--- config.mk ---
export PLATFORM = sky130hd
export DESIGN_NAME = integer_shift_unit
export DESIGN_NICKNAME = d
export VERILOG_FILES = /design/src/core/shift_pkg.sv /design/src/core/barrel_shifter.sv /design/src/core/integer_shift_unit.sv
export VERILOG_INCLUDE_DIRS = /design/src /design/src/core
export SDC_FILE = /design/constraint.sdc
export NUM_CORES = 1
export LEC_CHECK = 0
export BUFFER_PORTS_ARGS = -buffer_cell sky130_fd_sc_hd__buf_2
export CORE_UTILIZATION = 25
export DETAILED_ROUTE_END_ITERATION = 10
export GPL_ROUTABILITY_DRIVEN = 0
export PLACE_DENSITY = 0.43
export SYNTH_ARGS = -nofsm -noshare
export SYNTH_HDL_FRONTEND = slang
export SYNTH_SLANG_ARGS = --single-unit
--- constraint.sdc ---
create_clock -name ref_clk_in -period 7.95 [get_ports ref_clk_in]
set_clock_uncertainty 0.1 [all_clocks]
set_input_delay 0.3975 -clock ref_clk_in [delete_from_list [all_inputs] [get_ports ref_clk_in]]
set_output_delay 0.3975 -clock ref_clk_in [all_outputs]
set_load 0.02 [all_outputs]
--- src/core/shift_unit_regs.svh ---
/*
 * register offsets, field positions, reset values and instruction field
 * positions for the integer shift unit.
 * assumes a 4-bit word-aligned byte address on the plain register port.
 */
`ifndef SHIFT_UNIT_REGS_SVH
`define SHIFT_UNIT_REGS_SVH

// register byte offsets
`define SHU_STATUS_OFF 4'h0
`define SHU_CLEAR_OFF 4'h4
`define SHU_ENABLE_OFF 4'h8
`define SHU_OPCOUNT_OFF 4'hC

// event bits, same layout in status, clear and enable
`define SHU_EVT_WIDTH 2
`define SHU_EVT_ILLEGAL 0
`define SHU_EVT_DONE 1
`define SHU_EVT_RESET 2'h0
`define SHU_OPCOUNT_RESET 32'h0000_0000
`define SHU_RDATA_RESET 32'h0000_0000

// shift count fields
`define SHU_CNT_NARROW_MSB 4
`define SHU_CNT_WIDE_MSB 5

// reserved instruction field
`define SHU_RSV_HI 11
`define SHU_RSV_LO_NARROW 5
`define SHU_RSV_LO_WIDE 6

// word geometry
`define SHU_WORD_MSB 31
`define SHU_DWORD_MSB 63

`endif

--- src/core/shift_pkg.sv ---
/*
 * types shared by the shift unit: operation codes and the request and
 * destination-write carriers.
 * assumes the decode stage encodes operations as shift_op_t.
 */
package shift_pkg;

   // operation codes; codes 6 and 7 are unused
   typedef enum logic [2:0] {
      shift_left_word = 3'h0,
      shift_right_logical_word = 3'h1,
      shift_right_arithmetic_word = 3'h2,
      shift_left_extended = 3'h3,
      shift_right_logical_extended = 3'h4,
      shift_right_arithmetic_extended = 3'h5
   } shift_op_t;

   // one issued shift operation
   typedef struct packed {
      shift_op_t op;
      logic immediate_select;
      logic extended_select;
      logic [31:0] instr;
      logic [63:0] source_register_one;
      logic [63:0] source_register_two;
   } shift_req_t;

   // destination register write
   typedef struct packed {
      logic write;
      logic [63:0] data;
   } dest_wr_t;

endpackage

--- src/core/barrel_shifter.sv ---
/*
 * logarithmic barrel shifter, left with zero fill or right with a chosen fill bit.
 * purely combinational; assumes the caller registers the result.
 */
`timescale 1ns/1ps
module barrel_shifter #(
   parameter int WIDTH = 64,
   parameter int CNT_W = 6
) (
   input wire logic [WIDTH-1:0] operand_in,
   input wire logic [CNT_W-1:0] count_in,
   input wire logic right_in,
   input wire logic fill_in,
   output logic [WIDTH-1:0] result_out
);

   // stage[s] holds the value after the first s count bits are applied
   logic [WIDTH-1:0] stage [CNT_W+1];

   assign stage[0] = operand_in;

   // one stage per count bit, shifting by a power of two when the bit is set
   genvar s;
   generate
      for (s = 0; s < CNT_W; s++) begin : g_stage
         localparam int STEP = 2 ** s;
         logic [WIDTH-1:0] moved;
         always_comb begin
            if (right_in) begin
               moved = {{STEP{fill_in}}, stage[s][WIDTH-1:STEP]};
            end else begin
               moved = {stage[s][WIDTH-1-STEP:0], {STEP{1'b0}}};
            end
         end
         assign stage[s+1] = count_in[s] ? moved : stage[s];
      end
   endgenerate

   assign result_out = stage[CNT_W];

endmodule

--- src/core/integer_shift_unit.sv ---
/*
 * integer shift execution unit: six word and extended shifts, reserved
 * bit checking, plus a small register port with sticky event status.
 * assumes one request per cycle from decode, synchronous inputs, and that
 * the register file applies dest_out when its write bit is set.
 */
// How it works
// [RULE1] register count: low 5 or 6 bits
// [RULE2] immediate count: instruction bits 4:0 or 5:0
// [RULE3] both left shifts: 64-bit, zero fill
// [RULE4] logical word right: low half, upper zero
// [RULE5] logical extended right: 64 bits, zero fill
// [RULE6] arithmetic word right: bit 31 fills upward
// [RULE7] arithmetic extended right: bit 63 fills
// [RULE8] zero count: no move, upper treatment kept
// [RULE9] condition codes never change
// [RULE10] word shifts: bits 11:5 nonzero traps
// [RULE11] extended shifts: reserved bits trap per selectors
// [RULE12] trapping shift writes no destination
`timescale 1ns/1ps
`include "shift_unit_regs.svh"
module integer_shift_unit #(
   parameter int ADDR_W = 4,
   parameter int CC_W = 8
) (
   input wire logic ref_clk_in,
   input wire logic sys_rst_in,
   input wire logic op_valid_in,
   input wire shift_pkg::shift_req_t shift_req_in,
   input wire logic [CC_W-1:0] cc_in,
   input wire logic [ADDR_W-1:0] reg_addr_in,
   input wire logic [31:0] reg_wdata_in,
   input wire logic reg_wr_in,
   input wire logic reg_rd_in,
   output shift_pkg::dest_wr_t dest_out,
   output logic illegal_operation_exception_out,
   output logic [CC_W-1:0] cc_out,
   output logic [31:0] reg_rdata_out,
   output logic irq_out
);

   // decoded view of the request
   logic [5:0] shift_count;       // effective shift count
   logic [5:0] raw_count;         // six bits from register or instruction
   logic is_word;                 // one of the 32-bit forms
   logic known_op;                // code is one of the six operations
   logic rsv_narrow;              // any of bits 11:5 set
   logic rsv_wide;                // any of bits 11:6 set
   logic illegal;                 // reserved bits violated
   logic [63:0] operand;          // value handed to the shifter
   logic shift_right;             // direction
   logic fill_bit;                // bit shifted in from the top
   logic [63:0] shifted;          // shifter output
   logic [63:0] final_result;     // shifter output after upper-half treatment

   // count selection and reserved-field check
   always_comb begin
      raw_count = shift_req_in.immediate_select ?
         shift_req_in.instr[`SHU_CNT_WIDE_MSB:0] :                       // [RULE2]
         shift_req_in.source_register_two[`SHU_CNT_WIDE_MSB:0];          // [RULE1]
      // narrow count drops bit 5 so a stray bit cannot shift past 31
      if (shift_req_in.extended_select) begin
         shift_count = raw_count;
      end else begin
         shift_count = {1'b0, raw_count[`SHU_CNT_NARROW_MSB:0]};         // [RULE1] [RULE2]
      end
      rsv_narrow = |shift_req_in.instr[`SHU_RSV_HI:`SHU_RSV_LO_NARROW];
      rsv_wide = |shift_req_in.instr[`SHU_RSV_HI:`SHU_RSV_LO_WIDE];
      is_word = 1'b0;
      known_op = 1'b1;
      unique case (shift_req_in.op)
         shift_pkg::shift_left_word,
         shift_pkg::shift_right_logical_word,
         shift_pkg::shift_right_arithmetic_word: begin
            is_word = 1'b1;
         end
         shift_pkg::shift_left_extended,
         shift_pkg::shift_right_logical_extended,
         shift_pkg::shift_right_arithmetic_extended: begin
            is_word = 1'b0;
         end
         default: begin
            // unused codes are ignored, never written back
            known_op = 1'b0;
         end
      endcase
      if (is_word) begin
         illegal = rsv_narrow;                                           // [RULE10]
      end else begin
         illegal = ((!shift_req_in.immediate_select || !shift_req_in.extended_select) && rsv_narrow)
            || (shift_req_in.extended_select && rsv_wide);               // [RULE11]
      end
   end

   // operand preparation: word right shifts see only the low half
   always_comb begin
      operand = shift_req_in.source_register_one;
      shift_right = 1'b1;
      fill_bit = 1'b0;
      unique case (shift_req_in.op)
         shift_pkg::shift_left_word,
         shift_pkg::shift_left_extended: begin
            shift_right = 1'b0;                                          // [RULE3]
         end
         shift_pkg::shift_right_logical_word: begin
            operand = {32'h0000_0000, shift_req_in.source_register_one[`SHU_WORD_MSB:0]}; // [RULE4]
         end
         shift_pkg::shift_right_arithmetic_word: begin
            fill_bit = shift_req_in.source_register_one[`SHU_WORD_MSB];  // [RULE6]
            operand = {{32{fill_bit}}, shift_req_in.source_register_one[`SHU_WORD_MSB:0]};
         end
         shift_pkg::shift_right_logical_extended: begin
            fill_bit = 1'b0;                                             // [RULE5]
         end
         shift_pkg::shift_right_arithmetic_extended: begin
            fill_bit = shift_req_in.source_register_one[`SHU_DWORD_MSB]; // [RULE7]
         end
         default: begin
            shift_right = 1'b1;
         end
      endcase
   end

   barrel_shifter #(
      .WIDTH(64),
      .CNT_W(6)
   ) u_shifter (
      .operand_in(operand),
      .count_in(shift_count),
      .right_in(shift_right),
      .fill_in(fill_bit),
      .result_out(shifted)
   );

   // upper-half treatment of the word right shifts, applied even at count 0
   always_comb begin
      final_result = shifted;
      if (shift_req_in.op == shift_pkg::shift_right_logical_word) begin
         final_result = {32'h0000_0000, shifted[`SHU_WORD_MSB:0]};       // [RULE4] [RULE8]
      end else if (shift_req_in.op == shift_pkg::shift_right_arithmetic_word) begin
         final_result = {{32{shift_req_in.source_register_one[`SHU_WORD_MSB]}},
            shifted[`SHU_WORD_MSB:0]};                                   // [RULE6] [RULE8]
      end
   end

   // datapath state
   shift_pkg::dest_wr_t dest_reg, dest_next;
   logic illegal_reg, illegal_next;
   logic [CC_W-1:0] cc_reg, cc_next;

   // next values of the result stage
   always_comb begin
      dest_next.data = dest_reg.data;
      // a trapping shift leaves the destination untouched
      dest_next.write = op_valid_in && known_op && !illegal;             // [RULE12]
      if (op_valid_in && known_op && !illegal) begin
         dest_next.data = final_result;                                  // [RULE3] [RULE5] [RULE7]
      end
      illegal_next = op_valid_in && known_op && illegal;                 // [RULE10] [RULE11]
      // flags flow through unchanged; shifts have no flag result
      cc_next = cc_in;                                                   // [RULE9]
   end

   // result stage registers
   always_ff @(posedge ref_clk_in) begin
      if (sys_rst_in) begin
         dest_reg <= '0;
         illegal_reg <= 1'b0;
         cc_reg <= '0;
      end else begin
         dest_reg <= dest_next;
         illegal_reg <= illegal_next;
         cc_reg <= cc_next;
      end
   end

   // register port state
   logic [`SHU_EVT_WIDTH-1:0] status_reg, status_next;   // sticky events
   logic [`SHU_EVT_WIDTH-1:0] enable_reg, enable_next;   // interrupt enables
   logic [31:0] opcount_reg, opcount_next;               // completed shifts
   logic [31:0] rdata_reg, rdata_next;
   logic irq_reg, irq_next;
   logic [`SHU_EVT_WIDTH-1:0] events;
   logic [`SHU_EVT_WIDTH-1:0] clear_mask;

   // register next values: a set in the clearing cycle wins over the clear
   always_comb begin
      events = '0;
      events[`SHU_EVT_ILLEGAL] = illegal_next;
      events[`SHU_EVT_DONE] = dest_next.write;
      clear_mask = '0;
      enable_next = enable_reg;
      if (reg_wr_in && reg_addr_in == `SHU_CLEAR_OFF) begin
         clear_mask = reg_wdata_in[`SHU_EVT_WIDTH-1:0];
      end
      if (reg_wr_in && reg_addr_in == `SHU_ENABLE_OFF) begin
         enable_next = reg_wdata_in[`SHU_EVT_WIDTH-1:0];
      end
      status_next = (status_reg & ~clear_mask) | events;
      // the counter wraps; software takes differences
      opcount_next = dest_next.write ? opcount_reg + 32'h0000_0001 : opcount_reg;
      rdata_next = `SHU_RDATA_RESET;
      if (reg_rd_in) begin
         unique case (reg_addr_in)
            `SHU_STATUS_OFF: rdata_next = {{(32-`SHU_EVT_WIDTH){1'b0}}, status_reg};
            `SHU_ENABLE_OFF: rdata_next = {{(32-`SHU_EVT_WIDTH){1'b0}}, enable_reg};
            `SHU_OPCOUNT_OFF: rdata_next = opcount_reg;
            default: rdata_next = `SHU_RDATA_RESET;  // clear register and holes read zero
         endcase
      end
      irq_next = |(status_next & enable_next);
   end

   // register port flops
   always_ff @(posedge ref_clk_in) begin
      if (sys_rst_in) begin
         status_reg <= `SHU_EVT_RESET;
         enable_reg <= `SHU_EVT_RESET;
         opcount_reg <= `SHU_OPCOUNT_RESET;
         rdata_reg <= `SHU_RDATA_RESET;
         irq_reg <= 1'b0;
      end else begin
         status_reg <= status_next;
         enable_reg <= enable_next;
         opcount_reg <= opcount_next;
         rdata_reg <= rdata_next;
         irq_reg <= irq_next;
      end
   end

   assign dest_out = dest_reg;
   assign illegal_operation_exception_out = illegal_reg;
   assign cc_out = cc_reg;
   assign reg_rdata_out = rdata_reg;
   assign irq_out = irq_reg;

   // independent reference result for the checks below
   logic [63:0] ref_result;
   logic [31:0] ref_low;
   always_comb begin
      ref_low = shift_req_in.source_register_one[31:0];
      unique case (shift_req_in.op)
         shift_pkg::shift_right_logical_word:
            ref_result = {32'h0000_0000, ref_low >> shift_count};
         shift_pkg::shift_right_arithmetic_word:
            ref_result = {{32{ref_low[31]}}, 32'($signed(ref_low) >>> shift_count)};
         shift_pkg::shift_right_logical_extended:
            ref_result = shift_req_in.source_register_one >> shift_count;
         shift_pkg::shift_right_arithmetic_extended:
            ref_result = 64'($signed(shift_req_in.source_register_one) >>> shift_count);
         default:
            ref_result = shift_req_in.source_register_one << shift_count;
      endcase
   end

   logic legal_go;
   assign legal_go = op_valid_in && known_op && !illegal;
endmodule

==> flow_summary_export.csv, run 1 <==
group,metric,value,unit
global_routing,grt_remaining_overflow,0,
synthesis,ys_warn_count,0,
routing,drt-pass1-iter-count,6,
synthesis,ys_ff_latch,143,
final_layout,largest_reg_flops,65,
sta,period_needed,5.09,ns
critical_path,cpPeakStageDelay,0.89,ns
synthesis,synth_seq_area_share,18.8,%
sta,tns,0,ns
sta,rsz0062_at_grt,"no",
power,vdd_drop_max,136,µV
critical_path,timing.critical_path.cells,"buf_2 > mux2i_4 > buf_4 > nor2_2 > a31oi_1 > o21ai_0 > a222oi_1 > o211ai_1 > o21ai_0 > o21ai_0 > a311oi_1",
synthesis,synthTopCellsByArea,"dfxtp_1 (19%), o21ai_0 (6.6%), a21oi_1 (6.3%)",
routing,drc,0,
final_layout,diodes,0,
place,hpwl,63.6,mm
routing,wirelength,86.3,mm
clock_tree,htreeDepth,4,
floorplan,die_x,249,µm
final_layout,syn_to_final_growth,13.2,%
floorplan,io_pins,321,
floorplan,start_util,25.3,%
clock_tree,cts_root_buffer,"clkbuf_16",
clock_tree,cts.path.max_buffers,2,
final_layout,fin_cells,3038,
routing,ant_nets,0,
global_routing,grt_pass1_wl,126,mm
sta,period_share,64.0,%
routing,viasPerCell,6.47,
final_layout,fin_nets,2459,
final_layout,drive_gt1_share,17.1,%
final_layout,fillers,6689,
sta,hold_viol_final,0,
sta,worstMarginPinSlew,1.21,ns
floorplan,core_area,60400,µm²
synthesis,synth_edf_count,0,
synthesis,async_flop_share,0,%
clock_tree,worstSkewPairLatency,0.43,ns
power,power_density,168,nW/µm²
clock_tree,post_cts_resize_count,0,
final_layout,fin_util,28.6,%
synthesis,syn-num-nets,2395,
global_routing,antenna_found_initial,3,
critical_path,endpoint_kind,"flop",
synthesis,yosysTopAreaCell,"dfxtp_1",
place,dp.cells,3007,
global_routing,grtUsageTotal,26.7,%
synthesis,synthCells,2180,
critical_path,critical_path.top_delay_family,"compound AO/OA/AOI/OAI gates",
critical_path,cp.arrival,5.32,ns
final_layout,seq_area,2860,µm²
outcome,status,"finished, final reports clean",
routing,wl_per_cell,28.4,µm
sta,drv_slew,0,
synthesis,syn_avg_cell_area,7.00,µm²
sta,setup_slack,2.86,ns
final_layout,multiInputGateArea,11400,µm²
critical_path,crit_top_cell,"o21ai_0",
run,cap_violations,0,
synthesis,synth_top_area_share,18.8,%
place,place_ws,2.57,ns
critical_path,regToRegSetupSlack,5.27,ns
global_routing,grt_max_degree,88,
place,io_buffers,212,
power,leakage,0.00611,µW
worst_hold_path,hold_class,"input pin to flop",
critical_path,crit_type,"input pin to flop",
clock_tree,cts_sinks,143,
worst_hold_path,hold_start,"cc_in[4]",
floorplan,rows,90,
sta,setup_viol,0,
clock_tree,clk_pin_slew,0.06,ns
final_layout,final_cell_mix,"nand2_1 (211), buf_2 (211), nor2_1 (206), o21ai_0 (199), a21oi_1 (191)",
floorplan,fp.dieH,249,µm
synthesis,synthFlopType,"dfxtp_1",
routing,drt_iter0_drc,3213,
sta,maxSlewHeadroom,18.8,%
clock_tree,cts_tree,"done",
clock_tree,cts_hold_buffers,0,
routing,via_count,19700,
floorplan,fp.dieArea,62000,µm²
global_routing,grt_pass1_vias,17900,
critical_path,crit_fanout,59,
critical_path,worstSetupStartpoint,"shift_req_in[161]",
critical_path,critical_path_required,8.19,ns
critical_path,worst-path-buf-inv,2,
clock_tree,cts_buffers,17,
synthesis,syn_area,15300,µm²
synthesis,synth.distinct_cells,92,
sta,clock.fmax,197,MHz
critical_path,crit_slowest_cell,"mux2i_4",
critical_path,reg2reg_from,"opcount_reg[3]",
clock_tree,post-cts-setup-buffers,0,
critical_path,startpoint_type,"input pin",
per-layer routing:
metal | share of wire [%] | vias up | global-route usage, %
li1 | - | 8593 | -
met1 | 43 | 9488 | 37.6
met3 | 12 | 198 | 6.72
met4 | 3.7 | 4 | 9.51
met5 | 0.030 | - | 0
met2 | 41 | 1384 | 38.8
final cells by class:
cell class | instances | area share [%]
clock buffers | 19 | 2.57
flip-flops and latches | 143 | 16.6
repair buffers | 259 | 8.21
well taps | 782 | 5.67
inverters | 8 | 0.174
clock inverters | 12 | 0.914
multi-input cells | 1815 | 65.9
report_power, final:
part	internal [µW]	leakage [µW]	switching [µW]
registers	721	0.00115	1.64
clock network	502	0.000286	333
logic	349	0.00467	995
total	1570	0.00611	1330
Yosys cell counts (18+ instances only):
cell      count
dfxtp_1     143
mux2i_1      62
a31oi_1      55
nand4_1      18
nor2_1      208
nor3_1       59
and2_1       49
a221oi_1     31
a21oi_1     191
a211oi_2     23
nor3b_1      18
a22oi_1      41
o21ai_0     201
o22ai_1      62
clkbuf_1    101
nand3_1      93
o221ai_1     36
buf_2        68
o211ai_1     58
a211oi_1     76
nor2b_1      20
nand2_1     212
final timing paths:
check | end | cells past startpoint
hold / removal | cc_out[4] | 2
setup / recovery | dest_out[62] | 11
setup reg to reg | opcount_reg[19] | 9
hold reg to reg | dest_out[56] | 2
per-stage QoR:
stage                     total power (µW)  hold slack, ns  instance area (µm²)
final                                 2900          0.0709                17300
after global routing                  2980          0.0818                17300
after CTS                             2830          0.0530                17300
after detailed placement              2000           0.357                16700
after global placement                2000           0.342                16700
after floorplan                       1530           0.350                15300
cells by family (layout without fill, tap and decap cells):
kind of cell	after synthesis	after routing	synth area share, %
mux	81	81	5.87
fa+ha+maj	1	1	0.0820
simple gates	740	740	22.7
compound gates	968	968	43.9
flops	143	143	18.8
buf+inv	222	298	7.20
xor+xnor	25	25	1.53
Power figures use the tool's default switching activity.
==> run 2: changes to the inputs <==
--- a/config.mk
+++ b/config.mk
@@ -6,11 +6,12 @@
 export SDC_FILE = /design/constraint.sdc
 export NUM_CORES = 1
 export LEC_CHECK = 0
+export ABC_AREA = 1
 export BUFFER_PORTS_ARGS = -buffer_cell sky130_fd_sc_hd__buf_2
 export CORE_UTILIZATION = 25
 export DETAILED_ROUTE_END_ITERATION = 10
 export GPL_ROUTABILITY_DRIVEN = 0
-export PLACE_DENSITY = 0.43
+export PLACE_DENSITY = 0.45
 export SYNTH_ARGS = -nofsm -noshare
 export SYNTH_HDL_FRONTEND = slang
 export SYNTH_SLANG_ARGS = --single-unit
==> constraint.sdc (replaced) <==
create_clock -name ref_clk_in -period 4.1 [get_ports ref_clk_in]
set_clock_uncertainty 0.1 [all_clocks]
set_input_delay 0.205 -clock ref_clk_in [delete_from_list [all_inputs] [get_ports ref_clk_in]]
set_output_delay 0.205 -clock ref_clk_in [all_outputs]
set_load 0.02 [all_outputs]
==> flow_summary_export.csv, run 2 <==
group,metric,value,unit
outcome,status,"finished, final reports clean",
global_routing,grt_pass1_vias,15400,
synthesis,syn-num-nets,2624,
floorplan,fp.dieArea,53000,µm²
clock_tree,cts_buffers,17,
sta,period_needed,3.04,ns
synthesis,ys_warn_count,0,
critical_path,endpoint_kind,"flop",
critical_path,startpoint_type,"input pin",
global_routing,grt_max_degree,84,
clock_tree,cts_sinks,143,
final_layout,largest_reg_flops,65,
synthesis,syn_avg_cell_area,5.41,µm²
floorplan,start_util,25.4,%
place,hpwl,43.2,mm
worst_hold_path,hold_class,"input pin to flop",
synthesis,syn_area,13000,µm²
synthesis,synthFlopType,"dfxtp_1",
power,vdd_drop_max,209,µV
clock_tree,post_cts_resize_count,0,
synthesis,async_flop_share,0,%
routing,drt_iter0_drc,1632,
routing,drt-pass1-iter-count,6,
floorplan,die_x,230,µm
routing,ant_nets,0,
synthesis,synth_adder_area_share,0.0960,%
final_layout,syn_to_final_growth,17.8,%
sta,rsz0062_at_grt,"no",
final_layout,final_common_cell,"nand2_1",
critical_path,regToRegSetupSlack,1.71,ns
synthesis,yosysTopAreaCell,"nand2_1",
routing,wirelength,56.5,mm
sta,maxSlewHeadroom,18.1,%
synthesis,synth_xor_area_share,0.470,%
critical_path,cp.arrival,3.22,ns
routing,via_count,16500,
clock_tree,cts.path.max_buffers,2,
place,dp.cells,3179,
critical_path,crit_type,"input pin to flop",
sta,worstMarginPinSlew,1.23,ns
clock_tree,htreeDepth,4,
clock_tree,clk_pin_slew,0.06,ns
floorplan,fp.dieH,230,µm
synthesis,synthTopCellsByCount,"nand2_1 (990), nand3_1 (530), dfxtp_1 (143), inv_1 (123), a21oi_1 (102)",
routing,drc,0,
clock_tree,worstSkewPairLatency,0.43,ns
critical_path,reg2reg_depth,10,
worst_hold_path,holdPathStages,5,
place,io_buffers,212,
floorplan,rows,83,
synthesis,synthCells,2409,
worst_hold_path,hold_start,"reg_wdata_in[0]",
synthesis,synth-compound-area-share,9.11,%
global_routing,grt_remaining_overflow,0,
critical_path,worst_r2r_endpoint,"opcount_reg[27]",
sta,setup_viol,0,
sta,hold_viol_final,0,
synthesis,synthSimpleGateAreaFrac,58.7,%
synthesis,synth_seq_area_share,22.0,%
synthesis,yosysMostFrequentCell,"nand2_1",
sta,period_share,74.1,%
sta,tns,0,ns
synthesis,ys_ff_latch,143,
critical_path,reg2reg_from,"opcount_reg[0]",
critical_path,crit_fanout,28,
routing,viasPerCell,5.12,
floorplan,io_pins,321,
synthesis,synthTopCellsByArea,"nand2_1 (29%), dfxtp_1 (22%), nand3_1 (20%)",
global_routing,grtUsageTotal,21.1,%
power,leakage,0.00735,µW
final_layout,drive_gt1_share,13.0,%
clock_tree,post-cts-setup-buffers,0,
routing,wl_per_cell,17.6,µm
floorplan,core_area,51400,µm²
run,cap_violations,0,
worst_hold_path,hold_end,"enable_reg[0]",
clock_tree,cts_root_buffer,"clkbuf_16",
clock_tree,cts_hold_buffers,8,
power,power_density,325,nW/µm²
synthesis,synth_top_family_by_area,"simple AND/OR/NAND/NOR gates",
synthesis,muxShareOfSynthArea,0,%
global_routing,antenna_found_initial,0,
global_routing,grt_pass1_wl,89.0,mm
final_layout,final_cell_mix,"nand2_1 (990), nand3_1 (530), buf_2 (212), dfxtp_1 (143), inv_1 (123)",
synthesis,synth_top_area_share,28.5,%
critical_path,critical_path_required,4.28,ns
final_layout,diodes,0,
final_layout,fin_nets,2741,
clock_tree,cts_tree,"done",
synthesis,synth.distinct_cells,42,
final_layout,fin_cells,3219,
sta,clock.fmax,329,MHz
synthesis,synth_edf_count,0,
sta,drv_slew,0,
==> run 2: critical path: stages <==
cell	delay, ns
buf_2	0.12
inv_2	0.16
nand3_1	0.19
nand2_4	0.34
buf_4	0.31
nand2_1	0.08
nand3_1	0.11
nand3_1	0.08
nand3_1	0.21
nand2_1	0.08
nand2_1	0.07
inv_1	0.04
nand2_1	0.20
nand2_1	0.10
nand3_1	0.15
nand2_1	0.07
o21ai_1	0.26
nand2_1	0.10
nand2_1	0.08
nand2_1	0.07
nand2_1	0.10
a21oi_1	0.08
==> run 2: how the worst max path moves through the flow <==
stage                                 start            to  slack, ns  depth (start not counted)
final                     shift_req_in[164]  dest_out[54]       1.06                         22
after global routing      shift_req_in[164]  dest_out[54]       0.80                         22
after CTS                 shift_req_in[164]  dest_out[54]       1.25                         22
after detailed placement  shift_req_in[164]  dest_out[54]       0.81                         22
after global placement    shift_req_in[164]  dest_out[53]       0.85                         20
after floorplan           shift_req_in[161]  dest_out[56]       1.90                         13
==> run 2: layout make-up <==
| class | instances | area (µm²) |
|---|---|---|
| fill | 5901 | 36100 |
| multi-input combinational | 1969 | 8930 |
| sequential | 143 | 2860 |
| timing repair buffer | 262 | 1560 |
| tap | 680 | 851 |
| inverter | 133 | 499 |
| clock buffer | 20 | 447 |
| clock inverter | 12 | 205 |
==> run 2: kinds of logic (layout without fill, tap and decap cells) <==
| kind of cell | Yosys count | count (layout) |
|---|---|---|
| AND/OR/NAND/NOR | 1741 | 1741 |
| buffers and inverters | 297 | 427 |
| AO/OA/AOI/OAI | 220 | 220 |
| flip-flops | 143 | 143 |
| XOR/XNOR | 7 | 7 |
| adder cells (fa/ha/maj) | 1 | 1 |
==> run 2: routing by layer <==
layer | vias up | global-route usage, % | wire, µm | part of all wire (%)
met2 | 546 | 36.0 | 26900 | 48
met3 | 73 | 3.61 | 3360 | 5.9
met1 | 7640 | 26.8 | 24700 | 44
met5 | - | 0 | 0 | 0
met4 | 0 | 6.56 | 1560 | 2.8
li1 | 8220 | - | - | -
==> run 2: power by group <==
group / switching (µW) / total [µW] / internal [µW]
Combinational: 1340 / 1860 / 524
Sequential: 2.77 / 1400 / 1400
Clock: 626 / 1730 / 1100
Total: 1970 / 4990 / 3020
==> run 2: per-stage QoR <==
step / cell area [µm²] / total power (µW) / hold WS [ns] / util [%] / worst slack [ns]
finish: 15400 / 4990 / 0.0566 / 29.9 / 1.06
CTS: 15400 / 5010 / 0.0382 / 29.9 / 1.25
global route: 15400 / 5290 / 0.0706 / 29.9 / 0.801
detailed placement: 14600 / 3260 / 0.312 / 28.4 / 0.806
global placement: 14600 / 3260 / 0.305 / 28.4 / 0.848
floorplan: 13000 / 2670 / 0.212 / - / 1.90
==> run 3: changes to the inputs <==
--- a/config.mk
+++ b/config.mk
@@ -11,7 +11,7 @@
 export CORE_UTILIZATION = 25
 export DETAILED_ROUTE_END_ITERATION = 10
 export GPL_ROUTABILITY_DRIVEN = 0
-export PLACE_DENSITY = 0.45
+export PLACE_DENSITY = 0.44
 export SYNTH_ARGS = -nofsm -noshare
 export SYNTH_HDL_FRONTEND = slang
 export SYNTH_SLANG_ARGS = --single-unit
==> constraint.sdc (replaced) <==
create_clock -name ref_clk_in -period 3 [get_ports ref_clk_in]
set_clock_uncertainty 0.1 [all_clocks]
set_input_delay 0.15 -clock ref_clk_in [delete_from_list [all_inputs] [get_ports ref_clk_in]]
set_output_delay 0.15 -clock ref_clk_in [all_outputs]
set_load 0.02 [all_outputs]
==> flow_summary_export.csv, run 3 (same netlist as run 2, synthesis figures left out) <==
group,metric,value,unit
outcome,status,"finished, final reports clean",
global_routing,grt_max_degree,84,
sta,drv_slew,0,
clock_tree,cts_tree,"done",
floorplan,fp.dieH,230,µm
worst_hold_path,hold_class,"input pin to flop",
clock_tree,worstSkewPairLatency,0.43,ns
routing,drc,0,
final_layout,fillers,5883,
critical_path,critical_path.top_delay_family,"simple AND/OR/NAND/NOR gates",
routing,ant_nets,0,
place,io_buffers,212,
floorplan,start_util,25.4,%
worst_hold_path,holdPathStages,2,
global_routing,grt_pass1_wl,89.9,mm
clock_tree,clk_pin_slew,0.07,ns
critical_path,cpPeakStageDelay,0.26,ns
sta,clock.fmax,390,MHz
critical_path,crit_fanout,38,
sta,period_needed,2.56,ns
final_layout,design_area,16000,µm²
place,place_area,15300,µm²
routing,drt-pass1-iter-count,5,
routing,viasPerCell,5.03,
critical_path,critical_path_required,3.19,ns
critical_path,crit_top_cell,"nand2_1",
power,vdd_drop_max,368,µV
final_layout,diodes,0,
critical_path,startpoint_type,"input pin",
routing,drt_iter0_drc,1331,
final_layout,drive_gt1_share,15.4,%
critical_path,regToRegSetupSlack,0.52,ns
floorplan,die_x,230,µm
clock_tree,cts_buffers,17,
critical_path,worstSetupStartpoint,"shift_req_in[164]",
sta,period_share,85.5,%
final_layout,syn_to_final_growth,22.9,%
critical_path,timing.critical_path.cells,"buf_2 > inv_2 > nand3_1 > nand2_4 > buf_12 > nand2_1 > nand3_1 > nand3_1 > a21boi_0 > a21oi_1 > nand2_1 > nand2_1 > nand3_1 > nand2_1 > nand2_1 > nand2_1 > nand2_1 > nand2_1 > nand2_1 > a21oi_1",
global_routing,grt_remaining_overflow,0,
power,power_density,418,nW/µm²
global_routing,antenna_found_initial,0,
worst_hold_path,hold_end,"cc_out[3]",
routing,via_count,16600,
place,hpwl,44.8,mm
power,switchingPower,2820,µW
global_routing,grtUsageTotal,21.3,%
power,power_frac_clock,30.5,%
critical_path,crit_slowest_cell,"a21boi_0",
floorplan,rows,83,
power,swShare,42.1,%
sta,whs,0.0299,ns
global_routing,grt_pass1_vias,15900,
sta,setup_viol,0,
place,dp.cells,3251,
floorplan,fp.dieArea,53000,µm²
sta,hold_viol_final,0,
critical_path,cp.arrival,2.76,ns
sta,worstMarginPinSlew,0.998,ns
power,leakage,0.00774,µW
routing,wirelength,56.8,mm
run,cap_violations,0,
critical_path,endpoint_kind,"flop",
sta,maxSlewHeadroom,33.4,%
final_layout,largest_reg_flops,65,
floorplan,io_pins,321,
clock_tree,htreeDepth,4,
power,internal_power,3880,µW
clock_tree,cts_hold_buffers,17,
critical_path,worst-path-buf-inv,3,
critical_path,crit_type,"input pin to flop",
final_layout,final_common_cell,"nand2_1",
clock_tree,cts_sinks,143,
final_layout,fin_cells,3300,
final_layout,final_cell_mix,"nand2_1 (990), nand3_1 (530), buf_2 (212), dfxtp_1 (143), inv_1 (123)",
critical_path,worst_r2r_endpoint,"opcount_reg[27]",
routing,wl_per_cell,17.2,µm
worst_hold_path,hold_start,"sys_rst_in",
power,pwr-share-comb,41.0,%
clock_tree,cts.path.max_buffers,2,
sta,tns,0,ns
floorplan,core_area,51400,µm²
critical_path,reg2reg_depth,10,
clock_tree,post-cts-setup-buffers,0,
clock_tree,cts_root_buffer,"clkbuf_16",
sta,rsz0062_at_grt,"no",
clock_tree,post_cts_resize_count,0,
final_layout,fin_nets,2822,
power,seqPwrFrac,28.5,%
critical_path,reg2reg_from,"opcount_reg[0]",
run 3: worst max-delay path by stage:
stage              endpoint  slack [ns]  cells past startpoint
6_report       dest_out[53]        0.44                     20
5_1_grt        dest_out[54]        0.20                     22
4_1_cts        dest_out[40]        0.47                     21
3_5_place_dp   dest_out[40]        0.01                     21
3_3_place_gp   dest_out[40]        0.07                     19
2_1_floorplan  dest_out[56]        0.85                     13
run 3: stage by stage:
step	power [µW]	setup WS, ns	utilization [%]
after global placement	4660	0.0749	29.7
after global routing	7140	0.201	31.2
after CTS	6740	0.474	31.2
final	6700	0.436	31.2
after detailed placement	4660	0.0135	29.7
after floorplan	3640	0.852	-
run 3: worst register-to-register path, cell delays in order, from the launching register on:
cell and delay [ns]:
dfxtp_1 0.33, inv_1 0.12, nor3_1 0.45, nand4_1 0.22, nor2_1 0.19, inv_2 0.08
nor3_4 0.17, nand4_1 0.22, nand3b_1 0.26, xor2_1 0.17, nor2_1 0.05
run 3: area by class of cell:
cell class / instances / area, µm² / share of cell area (%)
timing repair buffer: 343 / 2300 / 14.4
inverter: 133 / 499 / 3.12
clock buffer: 17 / 425 / 2.66
tap: 680 / 851 / 5.31
sequential: 143 / 2860 / 17.9
clock inverter: 15 / 146 / 0.914
multi-input combinational: 1969 / 8930 / 55.8
run 3: power groups by stage:
stage	clock network [µW]	logic [µW]	registers [µW]
3_5_place_dp	0	2710	1960
6_report	2040	2750	1910
3_3_place_gp	0	2700	1960
2_1_floorplan	0	1680	1970
4_1_cts	2090	2740	1910
5_1_grt	2190	3040	1910
run 3: layer usage:
metal / share of wire (%) / global-route usage [%]
met1: 44 / 26.8
met2: 48 / 37.7
met3: 4.6 / 2.53
met4: 3.1 / 6.75
met5: 0 / 0
